[src/bfp_pkg.sv]
// package for the breaker failure pick-up block
package bfp_pkg;

  // ----------------------------------------------------------------
  // measurement format
  // ----------------------------------------------------------------
  // magnitudes and thresholds in units of 0.001 x nominal current
  localparam int unsigned MAG_W          = 16;
  localparam logic [15:0] PH_THR_DEFAULT = 16'h00C8;  // 0.200 x nominal
  localparam logic [15:0] PH_THR_MIN     = 16'h000A;  // 0.010 x nominal
  localparam logic [15:0] PH_THR_MAX     = 16'h9C40;  // 40.000 x nominal
  localparam logic [15:0] RES_THR_DEFAULT = 16'h04B0; // 1.200 x nominal
  localparam logic [15:0] RES_THR_MIN    = 16'h0005;  // 0.005 x nominal
  localparam logic [15:0] RES_THR_MAX    = 16'h9C40;  // 40.000 x nominal
  // release ratio 97 % as a fraction of 100
  localparam logic [6:0]  RELEASE_PCT    = 7'h61;     // 97
  localparam logic [6:0]  FULL_PCT       = 7'h64;     // 100
  localparam int unsigned N_SIG          = 16;        // trip signal inputs
  localparam int unsigned N_RELAY        = 8;         // output relay states

  // ----------------------------------------------------------------
  // selections
  // ----------------------------------------------------------------
  typedef enum logic [1:0] {
    BFP_RES_OFF  = 2'b00,
    BFP_RES_ONE  = 2'b01,
    BFP_RES_TWO  = 2'b10,
    BFP_RES_CALC = 2'b11
  } bfp_res_sel_t;

  // operating modes; bits 3:0 index the table
  typedef enum logic [3:0] {
    BFP_M_CUR          = 4'h0,
    BFP_M_DO           = 4'h1,
    BFP_M_SIG          = 4'h2,
    BFP_M_CUR_AND_DO   = 4'h3,
    BFP_M_CUR_AND_SIG  = 4'h4,
    BFP_M_CUR_OR_SIG   = 4'h5,
    BFP_M_SIG_AND_DO   = 4'h6,
    BFP_M_SIG_OR_DO    = 4'h7,
    BFP_M_CUR_OR_DO    = 4'h8,
    BFP_M_CUR_OR_SIG_OR_DO   = 4'h9,
    BFP_M_CUR_AND_SIG_AND_DO = 4'hA
  } bfp_mode_t;

  typedef enum logic [2:0] {
    BFP_F_NORMAL  = 3'b000,
    BFP_F_START   = 3'b001,
    BFP_F_RETRIP  = 3'b010,
    BFP_F_FAILURE = 3'b011,
    BFP_F_BLOCKED = 3'b100
  } bfp_force_t;

  typedef enum logic [1:0] {
    BFP_S_NORMAL  = 2'b00,
    BFP_S_START   = 2'b01,
    BFP_S_BLOCKED = 2'b10
  } bfp_state_t;

  // fundamental-frequency magnitudes from the measurement front end
  typedef struct packed {
    logic [MAG_W-1:0] phase_a_current;
    logic [MAG_W-1:0] phase_b_current;
    logic [MAG_W-1:0] phase_c_current;
    logic [MAG_W-1:0] residual_input_one;
    logic [MAG_W-1:0] residual_input_two;
    logic [MAG_W-1:0] computed_residual;
  } bfp_meas_t;

  // static settings, outside the setting group
  typedef struct packed {
    bfp_res_sel_t           residual_source_select;
    bfp_mode_t              mode;
    logic [N_SIG-1:0]       sig_enable;
    logic [N_RELAY-1:0]     relay_enable;
    bfp_force_t             force_status;
  } bfp_static_t;

  // setting group values
  typedef struct packed {
    logic [MAG_W-1:0] phase_threshold;
    logic [MAG_W-1:0] residual_threshold;
  } bfp_group_t;

  // status outputs
  typedef struct packed {
    logic start;
    logic retrip;
    logic failure;
    logic blocked;
  } bfp_status_t;

endpackage

[src/bfp_pickup.sv]
// breaker failure pick-up and trigger selection
`timescale 1ns/10ps

module bfp_pickup (
  input  wire logic                  core_clk_i,
  input  wire logic                  reset_n_i,
  input  wire logic                  cycle_tick_i,
  input  wire bfp_pkg::bfp_meas_t    meas_i,
  input  wire bfp_pkg::bfp_static_t  static_cfg_i,
  input  wire bfp_pkg::bfp_group_t   group_cfg_i,
  input  wire logic                  force_enable_i,
  input  wire logic                  block_i,
  input  wire logic [15:0]           trip_signals_i,
  input  wire logic [7:0]            relay_states_i,
  input  wire logic                  retrip_done_i,
  input  wire logic                  failure_done_i,
  output logic                       timer_start_o,
  output logic                       pickup_o,
  output bfp_pkg::bfp_status_t       status_o
);

  // ----------------------------------------------------------------
  // helpers
  // ----------------------------------------------------------------
  // magnitude times 100 versus threshold times pct, no truncation
  function automatic logic above_pct(input logic [15:0] mag,
                                     input logic [15:0] thr,
                                     input logic [6:0]  pct);
    logic [22:0] lhs;
    logic [22:0] rhs;
    lhs = 23'(mag) * 23'(bfp_pkg::FULL_PCT);
    rhs = 23'(thr) * 23'(pct);
    return lhs > rhs;
  endfunction

  // magnitude times 100 below threshold times pct, full width products
  function automatic logic below_pct(input logic [15:0] mag,
                                     input logic [15:0] thr,
                                     input logic [6:0]  pct);
    logic [22:0] lhs;
    logic [22:0] rhs;
    lhs = 23'(mag) * 23'(bfp_pkg::FULL_PCT);
    rhs = 23'(thr) * 23'(pct);
    return lhs < rhs;
  endfunction

  // hysteresis comparator: set above threshold, hold until below 97 %
  function automatic logic hyst(input logic [15:0] mag,
                                input logic [15:0] thr,
                                input logic        held);
    return above_pct(mag, thr, bfp_pkg::FULL_PCT) ||
           (held && !below_pct(mag, thr, bfp_pkg::RELEASE_PCT));
  endfunction

  // clamp a threshold into its settable range
  function automatic logic [15:0] clamp(input logic [15:0] v,
                                        input logic [15:0] lo,
                                        input logic [15:0] hi);
    return (v < lo) ? lo : ((v > hi) ? hi : v);
  endfunction

  // ----------------------------------------------------------------
  // thresholds and residual selection
  // ----------------------------------------------------------------
  // group values read live each cycle
  wire logic [15:0] ph_thr  = clamp(group_cfg_i.phase_threshold,
                                    bfp_pkg::PH_THR_MIN, bfp_pkg::PH_THR_MAX);
  wire logic [15:0] res_thr = clamp(group_cfg_i.residual_threshold,
                                    bfp_pkg::RES_THR_MIN, bfp_pkg::RES_THR_MAX);

  wire logic [15:0] res_mag =
    (static_cfg_i.residual_source_select == bfp_pkg::BFP_RES_ONE) ?
      meas_i.residual_input_one :
    (static_cfg_i.residual_source_select == bfp_pkg::BFP_RES_TWO) ?
      meas_i.residual_input_two :
    (static_cfg_i.residual_source_select == bfp_pkg::BFP_RES_CALC) ?
      meas_i.computed_residual : 16'h0000;
  wire logic        res_used =
    static_cfg_i.residual_source_select != bfp_pkg::BFP_RES_OFF;

  // ----------------------------------------------------------------
  // comparators
  // ----------------------------------------------------------------
  logic [2:0] ph_pu_q;
  logic [2:0] ph_pu_d;
  logic [2:0] ph_cmp;
  logic       res_pu_q;
  logic       res_pu_d;
  logic       res_cmp;

  // three phases against the shared threshold
  assign ph_cmp[0] = hyst(meas_i.phase_a_current, ph_thr, ph_pu_q[0]);
  assign ph_cmp[1] = hyst(meas_i.phase_b_current, ph_thr, ph_pu_q[1]);
  assign ph_cmp[2] = hyst(meas_i.phase_c_current, ph_thr, ph_pu_q[2]);
  assign res_cmp = res_used && hyst(res_mag, res_thr, res_pu_q);
  // comparators move only on a program-cycle strobe
  assign ph_pu_d  = cycle_tick_i ? ph_cmp : ph_pu_q;
  assign res_pu_d = cycle_tick_i ? res_cmp : res_pu_q;

  // comparator state, next value already holds between strobes
  always_ff @(posedge core_clk_i or negedge reset_n_i) begin
    if (!reset_n_i) begin
      ph_pu_q  <= 3'h0;
      res_pu_q <= 1'b0;
    end else begin
      ph_pu_q  <= ph_pu_d;
      res_pu_q <= res_pu_d;
    end
  end

  // ----------------------------------------------------------------
  // source combination
  // ----------------------------------------------------------------
  // any phase picks up
  // current clears when all below release
  wire logic cur_src = (|ph_pu_q) || res_pu_q;
  wire logic sig_src = |(trip_signals_i & static_cfg_i.sig_enable);
  wire logic do_src  = |(relay_states_i & static_cfg_i.relay_enable);

  logic src_pu;
  always_comb begin
    unique case (static_cfg_i.mode)
      bfp_pkg::BFP_M_CUR:                src_pu = cur_src;
      bfp_pkg::BFP_M_DO:                 src_pu = do_src;
      bfp_pkg::BFP_M_SIG:                src_pu = sig_src;
      bfp_pkg::BFP_M_CUR_AND_DO:         src_pu = cur_src && do_src;
      bfp_pkg::BFP_M_CUR_AND_SIG:        src_pu = cur_src && sig_src;
      bfp_pkg::BFP_M_CUR_OR_SIG:         src_pu = cur_src || sig_src;
      bfp_pkg::BFP_M_SIG_AND_DO:         src_pu = sig_src && do_src;
      bfp_pkg::BFP_M_SIG_OR_DO:          src_pu = sig_src || do_src;
      bfp_pkg::BFP_M_CUR_OR_DO:          src_pu = cur_src || do_src;
      bfp_pkg::BFP_M_CUR_OR_SIG_OR_DO:   src_pu = cur_src || sig_src || do_src;
      bfp_pkg::BFP_M_CUR_AND_SIG_AND_DO: src_pu = cur_src && sig_src && do_src;
      default:                           src_pu = cur_src; // illegal code
    endcase
  end

  // ----------------------------------------------------------------
  // start / blocked state
  // ----------------------------------------------------------------
  bfp_pkg::bfp_state_t state_q;
  bfp_pkg::bfp_state_t state_d;

  // block at pick-up and during start
  always_comb begin
    state_d = state_q;
    unique case (state_q)
      bfp_pkg::BFP_S_NORMAL:
        if (src_pu) begin
          state_d = block_i ? bfp_pkg::BFP_S_BLOCKED : bfp_pkg::BFP_S_START;
        end
      bfp_pkg::BFP_S_START:
        if (!src_pu || block_i) begin
          state_d = (src_pu && block_i) ? bfp_pkg::BFP_S_BLOCKED : bfp_pkg::BFP_S_NORMAL;
        end
      bfp_pkg::BFP_S_BLOCKED:
        if (!src_pu) begin
          state_d = bfp_pkg::BFP_S_NORMAL;
        end else if (!block_i) begin
          state_d = bfp_pkg::BFP_S_START;
        end
      default: state_d = bfp_pkg::BFP_S_NORMAL;
    endcase
    // state only moves on a program-cycle strobe
    if (!cycle_tick_i) begin
      state_d = state_q;
    end
  end

  // state register, block checked at the start of each program cycle
  always_ff @(posedge core_clk_i or negedge reset_n_i) begin
    if (!reset_n_i) begin
      state_q <= bfp_pkg::BFP_S_NORMAL;
    end else begin
      state_q <= state_d;
    end
  end

  // ----------------------------------------------------------------
  // outputs
  // ----------------------------------------------------------------
  // static force setting applied directly
  wire logic          forcing = force_enable_i &&
                                (static_cfg_i.force_status != bfp_pkg::BFP_F_NORMAL);
  bfp_pkg::bfp_status_t status_d;
  always_comb begin
    status_d.start   = state_q == bfp_pkg::BFP_S_START;
    status_d.retrip  = status_d.start && retrip_done_i;
    status_d.failure = status_d.start && failure_done_i;
    status_d.blocked = state_q == bfp_pkg::BFP_S_BLOCKED;
    if (forcing) begin
      status_d.start   = static_cfg_i.force_status != bfp_pkg::BFP_F_BLOCKED;
      status_d.retrip  = static_cfg_i.force_status == bfp_pkg::BFP_F_RETRIP;
      status_d.failure = static_cfg_i.force_status == bfp_pkg::BFP_F_FAILURE;
      status_d.blocked = static_cfg_i.force_status == bfp_pkg::BFP_F_BLOCKED;
    end
  end

  // registered outputs
  // one start level for both timers, high for as long as start is set
  always_ff @(posedge core_clk_i or negedge reset_n_i) begin
    if (!reset_n_i) begin
      status_o      <= '0;
      pickup_o      <= 1'b0;
      timer_start_o <= 1'b0;
    end else begin
      status_o      <= status_d;
      pickup_o      <= src_pu;
      timer_start_o <= status_d.start;
    end
  end

endmodule

[config.mk]
export PLATFORM = sky130hd
export DESIGN_NAME = bfp_pickup
export DESIGN_NICKNAME = d
export VERILOG_FILES = /design/src/bfp_pkg.sv /design/src/bfp_pickup.sv
export SDC_FILE = /design/constraint.sdc
export NUM_CORES = 1
export LEC_CHECK = 0
export ABC_AREA = 1
export CAP_MARGIN = 15
export CORE_ASPECT_RATIO = 1.5
export CORE_MARGIN = 5
export CORE_UTILIZATION = 45
export DETAILED_ROUTE_END_ITERATION = 8
export DONT_BUFFER_PORTS = 1
export GPL_TIMING_DRIVEN = 0
export HOLD_SLACK_MARGIN = 0.05
export PLACE_DENSITY = 0.69
export SLEW_MARGIN = 20
export SYNTH_ARGS = -nofsm -noshare
export SYNTH_HDL_FRONTEND = slang
export SYNTH_SLANG_ARGS = --single-unit
[constraint.sdc]
create_clock -name core_clk_i -period 1.43 [get_ports core_clk_i]
set_input_delay 0.3575 -clock core_clk_i [delete_from_list [all_inputs] [get_ports core_clk_i]]
set_output_delay 0.3575 -clock core_clk_i [all_outputs]
set_load 0.005 [all_outputs]
==> After elaboration in Yosys (flattened, before gate mapping) <==
Index checks and enable logic that the tools add are counted.
{ "totals": {"regBits": 11, "latch_bits": 0, "ramBits": 0, "mem_bits_ro": 0, "in_bits": 192, "output_inout_bits": 6, "wordCells": 103, "n_memories": 0} }
{ "classes": {"add_sub_neg": 0, "mul": 8, "div": 0, "magnitude_cmp": 12, "n_eq_ne": 22, "n_shift": 0, "mux": 16, "bitwise_logic": 2, "reduce_logical": 35} }
{ "ops": {"columns": ["operator", "count"], "rows": [
  ["16-bit by 5-bit multiplier with 21-bit output, second input constant", 6],
  ["16-bit 2-to-1 mux", 7],
  ["23-bit > comparator", 4],
  ["23-bit less-than comparator", 4],
  ["16-bit by 7-bit multiplier with 23-bit output, second input constant", 2],
  ["16-bit > comparator, second input constant", 2],
  ["16-bit bitwise AND", 1],
  ["4-bit by 3-bit equality test with 1-bit output, second input constant", 4],
  ["16-bit by 3-bit less-than comparator with 1-bit output, second input constant", 1],
  ["16-bit by 4-bit less-than comparator with 1-bit output, second input constant", 1],
  ["16-bit OR reduction", 1],
  ["1-bit logical AND", 13],
  ["4-bit equality test, second input constant", 3],
  ["2-bit 2-to-1 mux", 6],
  ["1-bit logical OR", 10],
  ["1-bit case mux with 10 select lines", 1],
  ["8-bit bitwise AND", 1],
  ["4-bit by 2-bit equality test with 1-bit output, second input constant", 2],
  ["8-bit OR reduction", 1],
  ["2-bit equality test, second input constant", 3],
  ["3-bit by 2-bit equality test with 1-bit output, second input constant", 2],
  ["3-bit != test, second input constant", 2],
  ["2-bit case mux with 3 select lines", 1],
  ["1-bit zero test", 5],
  ["other kinds (10)", 12]
]} }

==> Logic depth before layout (Yosys ltp) <==
{ "depth": {"ltp_word": 10, "mapped_depth": 38, "ltp_nobuf": 38} }

==> Worst setup path after synthesis <==
No wires, ideal clock.
{ "synth_timing": {"path_type": "in2reg", "from": "input group_cfg_i[14] (netlist bit)", "to": "register res_pu_q", "setup_ns": 0.065, "t_arrival_ns": 5.055, "path_slack_ns": -3.690, "path_stages": 35, "path_buffers": 1, "path_cell_list": "nor2_1 > nand2_1 > nor2_1 > nand2_1 > nand3_2 > inv_1 > clkbuf_1 > nor2_1 > ha_1 > ha_1 > ha_1 > inv_1 > fa_1 > inv_1 > ha_1 > a21oi_1 > o21ai_2 > a21oi_2 > o21ai_2 > a21boi_1 > o21ai_2 > nand2_1 > nand2_1 > xor2_1 > ha_1 > nand2_1 > nor2_1 > nand4_1 > nor4_1 > nand2_1 > nand2_1 > nand2_1 > nand2_1 > nand2_1 > nand2_1"} }
{ "synth_via": {"elab_chain_len": 9, "elab_cells_between_ends": 12, "cone_classes": "2 x mul; 4 x order compare; 2 x mux; 4 x reduce/logical"} }
{ "synth_lines": {"columns": ["item", "line_no", "text"], "rows": [
  ["start, declared", "bfp_pickup.sv:10", "input wire bfp_pkg::bfp_group_t group_cfg_i,"],
  ["16-bit > comparator", "bfp_pickup.sv:59", "return (v < lo) ? lo : ((v > hi) ? hi : v);"],
  ["16-bit 2-to-1 mux", "bfp_pickup.sv:59", null],
  ["16-bit 2-to-1 mux (*)", "bfp_pickup.sv:59", null],
  ["16-bit by 7-bit multiplier with 23-bit output", "bfp_pickup.sv:43", "rhs = 23'(thr) * 23'(pct);"],
  ["23-bit less-than comparator", "bfp_pickup.sv:44", "return lhs < rhs;"],
  ["1-bit zero test", "bfp_pickup.sv:52", "(held && !below_pct(mag, thr, bfp_pkg::RELEASE_PCT));"],
  ["1-bit logical AND", "bfp_pickup.sv:52", null],
  ["1-bit logical OR (*)", "bfp_pickup.sv:51", "return above_pct(mag, thr, bfp_pkg::FULL_PCT) ||"],
  ["1-bit logical AND (*)", "bfp_pickup.sv:95", "assign res_cmp = res_used && hyst(res_mag, res_thr, res_pu_q);"],
  ["end signal, assigned", "bfp_pickup.sv:107", "res_pu_q <= res_pu_d;"],
  ["end, declared", "bfp_pickup.sv:87", "logic res_pu_q;"]
]} }
Every way passes the cells marked *; elsewhere a longest branch is shown, timed or not.
A chain may end at the register's enable or synchronous reset.

==> Worst setup path in the final report <==
{ "layout_timing": {"from": "input group_cfg_i[25] (netlist bit)", "to": "register ph_pu_q[2]"} }
{ "layout_via": {"elab_chain_len": 8, "elab_cells_between_ends": 11, "cone_classes": "2 x mul; 4 x order compare; 2 x mux; 3 x reduce/logical"} }
{ "layout_lines": {"columns": ["item", "line_no", "text"], "rows": [
  ["16-bit > comparator", "bfp_pickup.sv:59", null],
  ["16-bit 2-to-1 mux", "bfp_pickup.sv:59", null],
  ["16-bit 2-to-1 mux (*)", "bfp_pickup.sv:59", null],
  ["16-bit by 7-bit multiplier with 23-bit output", "bfp_pickup.sv:43", null],
  ["23-bit less-than comparator", "bfp_pickup.sv:44", null],
  ["1-bit zero test", "bfp_pickup.sv:52", null],
  ["1-bit logical AND", "bfp_pickup.sv:52", null],
  ["1-bit logical OR (*)", "bfp_pickup.sv:51", null],
  ["end signal, assigned", "bfp_pickup.sv:106", "ph_pu_q <= ph_pu_d;"],
  ["end, declared", "bfp_pickup.sv:84", "logic [2:0] ph_pu_q;"]
]} }
Marks and branches as above.

==> impl_metrics.json <==
{
  "cp-end-kind": "flop",
  "power_density_nw_per_um2": 1368,
  "synth_top_cells_by_area": "ha_1 40%, inv_1 11%, fa_1 10%",
  "dr_wl_met3_um": 1322,
  "antenna_cells": 0,
  "dieHeight_um": 249.3,
  "post-route-min-period_ns": 4.859,
  "met1_length_um": 16650,
  "synth.top_cell.area_share": 0.3955,
  "yosysWarningCount": 0,
  "cts.sinks": 11,
  "firstDrtPassIters": 5,
  "io_buffers": 0,
  "top_layer_used": "met4",
  "drt-total-wl_um": 46950,
  "gp_congestion": 0.8951,
  "crit_required_ns": 1.62,
  "irDropWorstVdd_uv": 799.7,
  "critical-path-top-delay-family": "adder cells",
  "setup_viol": 7,
  "fmax_mhz": 205.8,
  "placedInstanceArea_um2": 18440,
  "critPathLaunchType": "input pin",
  "synth.distinct_cells": 57,
  "violations": "setup timing",
  "viasPerCell": 5.348,
  "fillers": 3587,
  "outcome": "complete, but fails checks",
  "worst_slew_pin_slew_ns": 0.8574,
  "initial_core_util": 0.4561,
  "seq_area_frac_synth": 0.01602,
  "synth_ff_type": "dfrtp_1",
  "drc": 0,
  "clock_latency_ns": 0.25,
  "drtIter0Drc": 495,
  "p_leak_uw": 0.01097,
  "synth-seq-cells": 11,
  "critical_path.slowest_cell": "xnor2_1",
  "drv_slew": 0,
  "clkTransAtPathRegs_ns": 0.05,
  "cts_tree": "done",
  "grt_setup_unrepaired": "yes",
  "dp_hpwl_um": 41510,
  "fp-row-count": 87,
  "area_growth_pct": 17.33,
  "synthesis.area_um2": 17180,
  "cap_violations": 0,
  "tns_ns": -14.26,
  "grt_usage": 0.2179,
  "ant_nets": 0,
  "yosys-top-cells-count": "543 x ha_1, 520 x inv_1, 454 x nand2_1",
  "cp_num_buf_inv": 3,
  "arrival_ns": 5.05,
  "fin_crit_sh": 3.398,
  "grt_max_degree": 12,
  "dr_wl_met2_um": 26430,
  "die_w_um": 169.5,
  "clock_path_buffers": 2,
  "die_area_um2": 42260,
  "synth_edf_count": 0,
  "finalClockSkew_ns": 0.004500,
  "coreArea_um2": 37660,
  "grt_overflow": 0,
  "timing.final.ws_setup_ns": -3.429,
  "htreeDepth": 1,
  "final-hold-violation-count": 0,
  "synth_top_area_cell": "ha_1",
  "grt_pass1_wl_um": 76600,
  "fin_nets": 3296,
  "first_global_vias": 16520,
  "worstHoldPathType": "in -> reg",
  "vias": 15850,
  "boundaryPins": 198,
  "synth_nets": 3223,
  "drive_gt1_frac": 0.1548,
  "syn_inst": 2402,
  "path_class": "in -> reg",
  "syn_area_per_cell_um2": 7.151,
  "slew_headroom": 0.4284,
  "critical_path.max_fanout": 6,
  "final_cell_area_um2": 20150,
  "routedWlPerCell_um": 15.85,
  "slowest_delay_ns": 0.62,
  "cts_inserted_buffers": 3,
  "ys_async_sr_fraction": 1.000,
  "antenna_found_initial": 0,
  "cts_root_buffer": "clkbuf_16",
  "yosys.cell_count.top_type": "ha_1"
}
## where the power goes
group / switching, uW / internal (uW) / leakage, uW
sequential: 88.9 / 420 / 0.000137
combinational: 15500 / 11000 / 0.0108
clock: 184 / 379 / 0.0000382
## per-layer routing
layer,global-route usage,up-vias
li1,-,8001
met4,0.08631,0
met2,0.4548,313
met1,0.2143,7413
met3,0.01381,120
met5,0,-
## stage by stage
step | utilization | cells | total power, uW | worst slack (ns) | hold WS, ns
floorplan | - | 2402 | 18250 | -3.324 | 0.06191
global placement | 0.4895 | 2891 | 23090 | -4.420 | 0.06228
detailed placement | 0.4895 | 2891 | 23940 | -4.515 | 0.06231
CTS | 0.5297 | 2954 | 27020 | -3.358 | 0.2388
global route | 0.5351 | 2963 | 31110 | -3.761 | 0.2475
finish | 0.5351 | 2963 | 27580 | -3.429 | 0.2369
## cells in the final DEF, fill, tap and decap left out, types with 5 or more instances in the layout
master	count
a21oi_1	160
inv_2	22
nand3_1	59
o21ai_1	11
dfrtp_1	11
buf_4	58
a21oi_2	23
o211ai_1	5
ha_1	479
nor3_1	11
ha_4	61
buf_6	7
o31ai_1	5
nor3_2	5
o21ai_2	20
xnor2_1	52
a211oi_1	11
nand3b_1	6
nor2_4	25
a31oi_1	7
inv_1	492
nand2_1	424
xor2_1	52
a21oi_4	5
xnor2_2	6
nand2_2	27
nand2_4	10
a21boi_2	8
nand4_1	42
nand3_2	22
o21ai_0	45
a21o_1	6
inv_4	6
o21a_1	7
fa_1	80
nor2_2	20
fa_2	6
nor2_1	103
## area by class of cell
cell class | count | area (um^2) | area share
Timing Repair inverter | 1 | 16.27 | 0.0008071
Sequential cell | 11 | 275.3 | 0.01366
Buffer | 9 | 66.31 | 0.003290
Timing Repair Buffer | 67 | 550.5 | 0.02732
Tap cell | 489 | 611.8 | 0.03036
Multi-Input combinational cell | 1856 | 16520 | 0.8199
Inverter | 526 | 2031 | 0.1008
Clock buffer | 4 | 78.83 | 0.003911
## kinds of logic (layout without fill, tap and decap cells)
group / after synthesis / after routing / synth area share
adders and majority gates: 629 / 629 / 0.4957
buffers and inverters: 535 / 607 / 0.1172
and+or+nand+nor: 771 / 771 / 0.1919
DFF: 11 / 11 / 0.01602
AOI/OAI and AO/OA: 338 / 338 / 0.1190
xor gates and xnor gates: 118 / 118 / 0.06016
## registers in the layout, indices dropped and copies added (netlist names)
name,flops
res_pu_q,1
ph_pu_q,3
state_q,2
pickup_o,1
status_o,4
## path summary, 6_finish.rpt
check,depth (start not counted),end,slack (ns),startpoint
worst max-delay path,25,ph_pu_q[2],-3.43,group_cfg_i[25]
worst min-delay path,1,status_o[2],0.24,static_cfg_i[0]
worst max register to register,13,state_q[1],-0.36,res_pu_q
worst min register to register,2,ph_pu_q[0],0.47,ph_pu_q[0]
max in group asynchronous,1,state_q[0],0.44,reset_n_i
min in group asynchronous,1,status_o[2],0.57,reset_n_i
## timing repair
action / 4_1_cts / 5_1_grt
setup buffers: 59 / 11
gates resized for setup: 187 / 32
hold buffers: 1 / 0
cloned: 2 / 0
endpoints found under the hold margin: 11 / 0
setup endpoints to repair: 7 / 7
pin swaps: 116 / 57
No activity file was read; power rests on OpenSTA's default activity.
